**src/core/bus_ctrl_pkg.sv**
```systemverilog
// bus controller package: address regions, cycle lengths, carrier types
// assumes a 24-bit internal address bus and two internal masters
package bus_ctrl_pkg;

	localparam int          ADDR_W      = 24;
	localparam int          STATE_W     = 3;
	localparam int          REMAIN_W    = 2;

	// two-state peripheral window
	localparam logic [23:0] FAST_LO     = 24'hFFFDAC;
	localparam logic [23:0] FAST_HI     = 24'hFFFFBF;
	// four-state peripheral window
	localparam logic [23:0] SLOW_LO     = 24'hFFFC30;
	localparam logic [23:0] SLOW_HI     = 24'hFFFCA3;

	// states per bus cycle, one state = one sys_clk period
	localparam logic [2:0]  MEM_STATES  = 3'h1;
	localparam logic [2:0]  FAST_STATES = 3'h2;
	localparam logic [2:0]  SLOW_STATES = 3'h4;

	localparam logic [1:0]  REMAIN_RST  = 2'h0;

	typedef enum logic [1:0] {
		REGION_MEM,
		REGION_FAST,
		REGION_SLOW
	} region_t;

	typedef enum logic {
		OWNER_CPU,
		OWNER_BTM
	} owner_t;

	localparam owner_t OWNER_RST = OWNER_CPU;

	// one access offered by a master
	typedef struct packed {
		logic              start;
		logic [23:0]       addr;
		logic              write;
		logic              word;
	} access_t;

	// the bus cycle being run
	typedef struct packed {
		logic [23:0]       addr;
		logic              write;
		logic              word;
		logic              path16;
		region_t           region;
		owner_t            master;
	} cycle_t;

	localparam cycle_t CYCLE_RST = '{addr: 24'h000000, write: 1'b0, word: 1'b0,
		path16: 1'b0, region: REGION_MEM, master: OWNER_CPU};

endpackage

```
**src/core/bus_ctrl_arbiter.sv**
```systemverilog
// internal bus controller: cycle length by region, two-master arbitration
// assumes both masters and the sleep flag are on sys_clk
`timescale 1ns/10ps
module bus_ctrl_arbiter
	import bus_ctrl_pkg::*;
(
	input  wire logic    sys_clk,
	input  wire logic    sys_rst,
	input  wire logic    cpu_req,
	input  wire logic    cpu_lock,
	input  wire logic    cpu_sleep,
	input  wire access_t cpu_acc,
	input  wire logic    btm_req,
	input  wire logic    btm_lock,
	input  wire access_t btm_acc,
	input  wire logic    periph_path16,
	output logic         cpu_ack,
	output logic         btm_ack,
	output logic         cyc_active,
	output logic         cyc_last,
	output cycle_t       cyc_info
);

	owner_t             owner_reg;
	owner_t             owner_next;
	logic               busy_reg;
	logic               last_reg;
	logic [1:0]         remain_reg;
	cycle_t             cycle_reg;
	access_t            own_acc;
	logic               own_req;
	logic               own_lock;
	logic               boundary;
	logic               handover;
	logic               start_take;
	region_t            dec_region;
	logic [2:0]         dec_states;

	cycle_region_decode u_decode (
		.addr   (own_acc.addr),
		.region (dec_region),
		.states (dec_states)
	);

	always_comb begin
		own_acc  = (owner_reg == OWNER_BTM) ? btm_acc : cpu_acc;
		own_req  = (owner_reg == OWNER_BTM) ? btm_req : cpu_req;
		own_lock = (owner_reg == OWNER_BTM) ? btm_lock : cpu_lock;
	end

	// idle, or in the final state of the running cycle
	assign boundary = !busy_reg || last_reg;

	always_comb begin
		owner_next = owner_reg;
		unique case (owner_reg)
			OWNER_CPU: begin
				// sleeping cpu runs no cycles, so no boundary to wait for
				if (btm_req && ((boundary && !cpu_lock) || cpu_sleep))
					owner_next = OWNER_BTM;
			end
			OWNER_BTM: begin
				if (!btm_req && boundary && !btm_lock)
					owner_next = OWNER_CPU;
			end
		endcase
	end

	assign handover = (owner_next != owner_reg);

	// old owner may not open a cycle on the edge that moves the bus away
	assign start_take = own_acc.start && own_req && boundary && !handover;

	always_ff @(posedge sys_clk or posedge sys_rst) begin
		if (sys_rst) begin
			owner_reg <= OWNER_RST;
		end else begin
			owner_reg <= owner_next;
		end
	end

	always_ff @(posedge sys_clk or posedge sys_rst) begin
		if (sys_rst) begin
			cpu_ack <= 1'b1;
			btm_ack <= 1'b0;
		end else begin
			cpu_ack <= (owner_next == OWNER_CPU);
			btm_ack <= (owner_next == OWNER_BTM);
		end
	end

	// state counter: reset drops any cycle without a last state
	always_ff @(posedge sys_clk or posedge sys_rst) begin
		if (sys_rst) begin
			busy_reg   <= 1'b0;
			last_reg   <= 1'b0;
			remain_reg <= REMAIN_RST;
		end else if (start_take) begin
			busy_reg   <= 1'b1;
			last_reg   <= (dec_states == MEM_STATES);
			remain_reg <= 2'(dec_states - 3'h1);
		end else if (busy_reg) begin
			busy_reg   <= !last_reg;
			last_reg   <= (remain_reg == 2'h1);
			remain_reg <= (remain_reg == 2'h0) ? 2'h0 : 2'(remain_reg - 2'h1);
		end
	end

	always_ff @(posedge sys_clk or posedge sys_rst) begin
		if (sys_rst) begin
			cycle_reg <= CYCLE_RST;
		end else if (start_take) begin
			cycle_reg.addr   <= own_acc.addr;
			cycle_reg.write  <= own_acc.write;
			cycle_reg.word   <= own_acc.word;
			// memory is always 16 wide; peripherals say per register
			cycle_reg.path16 <= (dec_region == REGION_MEM) ? 1'b1 : periph_path16;
			cycle_reg.region <= dec_region;
			cycle_reg.master <= owner_reg;
		end
	end

	assign cyc_active = busy_reg;
	assign cyc_last   = last_reg;
	assign cyc_info   = cycle_reg;
endmodule

```
**src/core/cycle_region_decode.sv**
```systemverilog
// address region decoder: picks the region and the number of states
// assumes a purely combinational use by the bus controller
`timescale 1ns/10ps
module cycle_region_decode
	import bus_ctrl_pkg::*;
(
	input  wire logic [23:0] addr,
	output region_t          region,
	output logic [2:0]       states
);

	always_comb begin
		if (addr >= FAST_LO && addr <= FAST_HI) begin
			region = REGION_FAST;
			states = FAST_STATES;
		end else if (addr >= SLOW_LO && addr <= SLOW_HI) begin
			region = REGION_SLOW;
			states = SLOW_STATES;
		end else begin
			// everything else is on-chip memory
			region = REGION_MEM;
			states = MEM_STATES;
		end
	end

endmodule

```
**config.mk**
```make
export PLATFORM = sky130hd
export DESIGN_NAME = bus_ctrl_arbiter
export DESIGN_NICKNAME = d
export VERILOG_FILES = /design/src/core/bus_ctrl_pkg.sv /design/src/core/bus_ctrl_arbiter.sv /design/src/core/cycle_region_decode.sv
export SDC_FILE = /design/constraint.sdc
export NUM_CORES = 1
export LEC_CHECK = 0
export ABC_AREA = 1
export BUFFER_PORTS_ARGS = -buffer_cell sky130_fd_sc_hd__buf_2
export CORE_MARGIN = 1
export CORE_UTILIZATION = 46
export DETAILED_ROUTE_END_ITERATION = 6
export GPL_ROUTABILITY_DRIVEN = 0
export GPL_TIMING_DRIVEN = 0
export PLACE_DENSITY = 0.78
export SLEW_MARGIN = 25
export SYNTH_ARGS = -nofsm -noshare
export SYNTH_HDL_FRONTEND = slang
export SYNTH_SLANG_ARGS = --single-unit
```
**constraint.sdc**
```tcl
create_clock -name sys_clk -period 1.9 [get_ports sys_clk]
set_input_delay 0.38 -clock sys_clk [delete_from_list [all_inputs] [get_ports sys_clk]]
set_output_delay 0.38 -clock sys_clk [all_outputs]
set_load 0.01 [all_outputs]
```
==> impl_metrics.json, run 1 <==
{
  "crit_required_ns": 2.08,
  "cts_sinks": 36,
  "setup_slack_ns": 0.124,
  "synth_mux_area_frac": 0,
  "cts_tree": "done",
  "clock.fmax_ghz": 0.563,
  "power.density_nw_per_um2": 1550,
  "skew_ns": 0.00647,
  "antenna_cells": 0,
  "grt_first_pass_wirelength_um": 8470,
  "synthCells": 288,
  "start_util": 0.493,
  "setup_tns_ns": 0,
  "largest_register_ffs": 30,
  "drv_slew": 0,
  "period_needed_ns": 1.78,
  "hpwlAfterDp_um": 4250,
  "core-area_um2": 4140,
  "antenna_found_initial": 0,
  "startpoint_type": "register",
  "portBuffers": 95,
  "holdWs_ns": 0.225,
  "cts_root_buffer": "clkbuf_8",
  "drt_pre_antenna_iters": 4,
  "path_class": "register to register",
  "syn_to_final_growth_pct": 32.9,
  "vias": 2168,
  "grt-ovfl-total": 0,
  "syn_area_um2": 2040,
  "design_area_um2": 2710,
  "place_area_um2": 2580,
  "setup_viol": 0,
  "htreeDepth": 2,
  "crit_buf_inv": 3,
  "synth_compound_area_frac": 0.133,
  "wire_per_inst_um": 12.5,
  "endpoint": "cyc_info[3]$_DFFE_PP0P_",
  "final_nets": 453,
  "r2r_end": "cyc_info[3]$_DFFE_PP0P_",
  "final_core_util": 0.655,
  "track_usage": 0.249,
  "rr_worst_depth": 12,
  "ant_nets": 0,
  "cp.arrival_ns": 1.96,
  "synth_xor_area_frac": 0,
  "synthSimpleGateAreaFrac": 0.312,
  "tightest_slew_ns": 0.758,
  "cp_top_family": "simple AND/OR/NAND/NOR gates",
  "drive_gt1_frac": 0.347,
  "clockPowerShare": 0.135,
  "ys_seq_area_frac": 0.442,
  "synth_warnings": 0,
  "crit_slowest_cell": "dfrtp_1",
  "cts_made_buffers": 5,
  "cts.path.max_buffers": 2,
  "drt_iter0_drc": 109,
  "startpoint": "btm_ack$_DFF_PP0_",
  "switching_power_w": 0.00186,
  "r2r_slack_ns": 0.12,
  "outcome": "finished, final reports clean",
  "grt_max_degree": 37,
  "io_pins": 96,
  "core.rowCount": 23,
  "p_sw_frac": 0.444,
  "postRouteWirelength_um": 5550,
  "synth_top_family_by_area": "simple AND/OR/NAND/NOR gates",
  "crit_chain": "buf_6, buf_6, nand2_1, nand2_1, nor2_1, nand3_1, nor2_2, nand3_1, nand2_2, nand3_1, nand2_1, inv_1",
  "post-route-drc-count": 0,
  "insertion_delay_ns": 0.29,
  "vdd_ir_drop_max_mv": 0.729,
  "pre_cts_slack_ns": 0.0635,
  "syn_nets": 350,
  "grt_pass1_vias": 1928,
  "min_period_over_period": 0.935,
  "viasPerCell": 4.90,
  "path_clk_slew_ns": 0.08,
  "synth_cell_types": 28,
  "internal_power_w": 0.00234,
  "crit_cells": 12,
  "p_leak_nw": 1.53,
  "r2r-start": "btm_ack$_DFF_PP0_",
  "die_x_um": 68.6,
  "die_y_um": 68.6,
  "combPwrFrac": 0.545,
  "finalHoldViolCount": 0,
  "die-area_um2": 4710,
  "power.share.sequential": 0.320,
  "synthAdderAreaFrac": 0,
  "drv_cap": 0,
  "hold_path.class": "input pin to asynchronous set/reset pin",
  "cp-end-kind": "register",
  "cp_slowest_stage_delay_ns": 0.43,
  "synth-seq-cells": 36,
  "maxSlewHeadroom": 0.494,
  "worstPathMaxFanout": 10,
  "avgSynthCellArea_um2": 7.09
}
[metrics by stage]
stage | power [W] | instances
after detailed placement | 0.00357 | 433
after floorplan | 0.00280 | 288
after global placement | 0.00350 | 433
after global routing | 0.00459 | 442
final | 0.00420 | 442
after CTS | 0.00414 | 441
[layout by cell type, fill, tap and decap left out]
cell      count
dfstp_2       1
o31ai_1       1
or2_2         4
clkbuf_4      1
o21ai_0      24
o21ai_2       2
inv_1        29
nand2_1     100
buf_4         2
nand2_2       4
nand3_1      11
o21ai_1       2
nand4_1       1
inv_2         3
dfrtp_1      35
nor2_1       35
buf_8         1
buf_12        1
clkbuf_2      1
a31oi_1      10
clkinv_4      1
o21ai_4       1
buf_6         4
clkbuf_1      2
a21oi_2       1
a21boi_0      1
and2_1        1
buf_2        96
nor2_2        4
clkinv_2      2
clkbuf_8      6
o211ai_2      1
a21oi_1       4
[cell families after synthesis]
kind of cell	Yosys count
AOI/OAI and AO/OA	47
DFF	36
and+or+nand+nor	160
buffers and inverters	45
[worst min path at each step]
stage                                    startpoint                   endpoint  slack (ns)  cells after the start
after detailed placement    cyc_info[2]$_DFFE_PP0P_    cyc_info[2]$_DFFE_PP0P_        0.47                      2
after global placement     cyc_info[14]$_DFFE_PP0P_   cyc_info[14]$_DFFE_PP0P_        0.46                      2
after floorplan           remain_reg[1]$_DFFE_PP0P_  remain_reg[1]$_DFFE_PP0P_        0.51                      2
after CTS                                   sys_rst   cyc_info[24]$_DFFE_PP0P_        0.25                      2
after global routing                        sys_rst   cyc_info[27]$_DFFE_PP0P_        0.28                      2
final                                       sys_rst   cyc_info[19]$_DFFE_PP0P_        0.22                      2
[metal layers]
metal / up-vias / wire length [um] / part of all wire / track usage
met1: 978 / 2440 / 0.44 / 0.328
met5: - / 0 / 0 / 0
met3: 5 / 309 / 0.056 / 0.0773
met2: 73 / 2740 / 0.49 / 0.390
met4: 0 / 50 / 0.0090 / 0.0755
li1: 1112 / - / - / -
[area by class of cell]
type	count	area (um2)
sequential	36	902
clock buffer	6	82.6
timing repair buffer	96	480
clock inverter	2	10.0
multi-input combinational	207	932
tap	50	62.6
fill	389	1430
buffer	12	115
inverter	33	129
[synth_stat cells, drive strengths merged]
master    n  share of area
or2       4          0.012
a21boi    1         0.0037
nor2     39          0.073
dfstp     1          0.013
buf       9          0.045
nand2   104           0.19
clkbuf    3         0.0055
o21ai    29          0.075
o31ai     1         0.0037
clkinv    1         0.0043
and2      1         0.0031
a21oi     5          0.014
a31oi    10          0.031
inv      32          0.059
nand3    11          0.027
o211ai    1         0.0061
dfrtp    35           0.43
nand4     1         0.0031
[power groups by stage]
stage          clock network (W)  registers (W)  logic, W
2_1_floorplan                  0        0.00150   0.00130
3_5_place_dp                   0        0.00135   0.00222
4_1_cts                 0.000570        0.00134   0.00223
5_1_grt                 0.000615        0.00139   0.00258
6_report                0.000566        0.00135   0.00229
3_3_place_gp                   0        0.00134   0.00216
[worst register-to-register path, cell delays in order (launching register included)]
cell and delay, ns:
dfrtp_1 0.43, buf_6 0.16, buf_6 0.14, nand2_1 0.08, nand2_1 0.10, nor2_1 0.13, nand3_1 0.10, nor2_2 0.14
nand3_1 0.11, nand2_2 0.10, nand3_1 0.07, nand2_1 0.07, inv_1 0.04
[timing repair]
| action | in CTS | in global routing |
|---|---|---|
| gates resized for setup | 0 | 15 |
| hold buffers | 0 | 0 |
| buffers inserted | 0 | 0 |
| setup endpoints to repair | 0 | 25 |
Note: power is estimated with default switching activity, not from simulation.
==> run 2: changes to the inputs <==
--- a/config.mk
+++ b/config.mk
@@ -5,14 +5,15 @@
 export SDC_FILE = /design/constraint.sdc
 export NUM_CORES = 1
 export LEC_CHECK = 0
-export ABC_AREA = 1
 export BUFFER_PORTS_ARGS = -buffer_cell sky130_fd_sc_hd__buf_2
+export CAP_MARGIN = 10
 export CORE_MARGIN = 1
-export CORE_UTILIZATION = 46
+export CORE_UTILIZATION = 48
+export CTS_BUF_LIST = sky130_fd_sc_hd__clkbuf_4
 export DETAILED_ROUTE_END_ITERATION = 6
 export GPL_ROUTABILITY_DRIVEN = 0
 export GPL_TIMING_DRIVEN = 0
-export PLACE_DENSITY = 0.78
+export PLACE_DENSITY = 0.82
 export SLEW_MARGIN = 25
 export SYNTH_ARGS = -nofsm -noshare
 export SYNTH_HDL_FRONTEND = slang
==> run 2 against run 1 <==
  * Clock power shrank 6.4%
  * Final cell count shrank 17%
  * Fmax shrank 2.6%
  * Sequential cell count is the same
  * Global-route usage grew 0.91 points
  * Area after synthesis shrank 2.1%
  * Final area grew 0.37%
  * Critical path type unchanged
==> impl_metrics.json, run 2 <==
{
  "cts_tree": "done",
  "synth_cell_types": 40,
  "track_usage": 0.258,
  "core-area_um2": 4000,
  "synth_warnings": 0,
  "drv_cap": 0,
  "ys_seq_area_frac": 0.451,
  "cts.path.max_buffers": 2,
  "synth_most_common_cell": "dfrtp_1",
  "antenna_found_initial": 0,
  "endpoint": "cyc_last$_DFFE_PP0P_",
  "syn_nets": 271,
  "outcome": "finished, final reports clean",
  "rsz0062_at_grt": "false",
  "vias": 2005,
  "period_needed_ns": 1.82,
  "die-area_um2": 4430,
  "largest_register_ffs": 30,
  "path_class": "register to register",
  "grt_max_degree": 37,
  "final_common_cell": "buf_2",
  "synth_flop_cell": "dfrtp_1",
  "hpwlAfterDp_um": 3960,
  "yosysTopAreaCell": "dfrtp_1",
  "cts_made_buffers": 5,
  "io_pins": 96,
  "finalHoldViolCount": 0,
  "dp.cells": 354,
  "async_flop_share": 1.00,
  "worstPathMaxFanout": 5,
  "grt_pass1_vias": 1896,
  "setup_tns_ns": 0,
  "holdWs_ns": 0.168,
  "cp-end-kind": "register",
  "design_area_um2": 2720,
  "p_leak_nw": 1.37,
  "min_period_over_period": 0.959,
  "setup_viol": 0,
  "core.rowCount": 23,
  "drt_pre_antenna_iters": 6,
  "synthCells": 209,
  "die_y_um": 66.5,
  "r2r_slack_ns": 0.08,
  "skew_ns": 0.00419,
  "cts_sinks": 36,
  "avgSynthCellArea_um2": 9.57,
  "htreeDepth": 2,
  "vdd_ir_drop_max_mv": 0.694,
  "multi_input_area_um2": 1080,
  "synth_edf_count": 0,
  "hold_buffers": 0,
  "layout_common_cells": "98 x buf_2, 34 x dfrtp_1, 31 x nor2_1",
  "rr_worst_depth": 6,
  "synthTopCellsByCount": "35 x dfrtp_1, 31 x nor2_1, 27 x a21oi_1",
  "drive_gt1_frac": 0.438,
  "layout.area.seq_um2": 903,
  "yosys-top-cells-area": "dfrtp_1 44%, mux2i_1 11%, a21oi_1 6.8%, nor2_1 5.8%, nand2b_1 2.2%",
  "place_area_um2": 2540,
  "ant_nets": 0,
  "drv_slew": 0,
  "fillers": 338,
  "power.density_nw_per_um2": 1240,
  "antenna_cells": 0,
  "insertion_delay_ns": 0.34,
  "synth-seq-cells": 36,
  "syn_to_final_growth_pct": 36.2,
  "path_clk_slew_ns": 0.11,
  "grt_first_pass_wirelength_um": 8450,
  "final_core_util": 0.681,
  "post-route-drc-count": 0,
  "die_x_um": 66.5,
  "cp.arrival_ns": 2.05,
  "cts_root_buffer": "clkbuf_4",
  "viasPerCell": 5.49,
  "final_nets": 376,
  "r2r-start": "btm_ack$_DFF_PP0_",
  "clock.fmax_ghz": 0.549,
  "drt_iter0_drc": 105,
  "startpoint_type": "register",
  "maxSlewHeadroom": 0.489,
  "startpoint": "btm_ack$_DFF_PP0_",
  "grt-ovfl-total": 0,
  "tightest_slew_ns": 0.765,
  "wire_per_inst_um": 15.1,
  "hold_path.class": "input pin to asynchronous set/reset pin",
  "portBuffers": 95,
  "postRouteWirelength_um": 5490,
  "instances_no_fill": 365,
  "syn_area_um2": 2000,
  "crit_required_ns": 2.13,
  "yosysTopAreaCellShare": 0.438,
  "r2r_end": "cyc_last$_DFFE_PP0P_",
  "start_util": 0.500
}
run 2: cell count changes in the layout (fill, tap and decap cells not counted), sizes merged, moves of 4 or more:
cell,previous run,this run
inv,32,7
a21oi,5,27
o21ai,29,6
mux2i,0,21
nand2,104,6
nor2,39,31
a31oi,10,4
or3,0,4
nand2b,0,7
run 2: layout make-up:
class / instances / area share
sequential: 36 / 0.332
inverter: 7 / 0.00965
tap: 50 / 0.0230
clock buffer: 5 / 0.0138
buffer: 11 / 0.0262
clock inverter: 3 / 0.0138
multi-input combinational: 155 / 0.396
timing repair buffer: 98 / 0.186
run 2: cell families after synthesis:
kind of cell | synth area share
and+or+nand+nor | 0.191
buffers and inverters | 0.0419
muxes | 0.116
DFF | 0.451
AOI/OAI and AO/OA | 0.200
run 2: worst max-delay path: stages, from the launching register on:
cell,delay (ns)
dfrtp_2,0.46
buf_6,0.15
or3_4,0.38
o221a_4,0.13
a2111oi_4,0.33
or2_4,0.19
o211ai_1,0.08
run 2: layer usage:
layer | up-vias | GRT usage | part of all wire
met3 | 8 | 0.0771 | 0.068
met1 | 963 | 0.304 | 0.42
met2 | 72 | 0.443 | 0.50
li1 | 962 | - | -
met5 | - | 0 | 0
met4 | 0 | 0.0878 | 0.013
run 2: where the power goes:
group / switching, W / leakage (nW) / internal, W
Sequential: 0.000171 / 0.408 / 0.00108
Clock: 0.000262 / 0.0403 / 0.000269
Combinational: 0.000869 / 0.925 / 0.000716
run 2: repair_timing:
action,4_1_cts,5_1_grt
pin swaps,1,4
buffers inserted,1,1
gates resized for setup,1,30
endpoints found under the setup margin,30,31
gates cloned,0,1
run 2: worst min-delay path by stage:
stage,depth (start not counted),endpoint
6_report,2,cyc_info[19]$_DFFE_PP0P_
5_1_grt,2,cyc_info[19]$_DFFE_PP0P_
4_1_cts,2,cyc_info[17]$_DFFE_PP0P_
3_5_place_dp,1,cyc_info[15]$_DFFE_PP0P_
3_3_place_gp,1,cyc_info[0]$_DFFE_PP0P_
2_1_floorplan,2,remain_reg[1]$_DFFE_PP0P_
run 2: through the flow:
step / worst slack (ns) / power, W
2_1_floorplan: 0.148 / 0.00218
3_3_place_gp: -0.0430 / 0.00272
3_5_place_dp: -0.0660 / 0.00276
4_1_cts: 0.00247 / 0.00330
5_1_grt: 0.00798 / 0.00361
6_report: 0.0772 / 0.00337
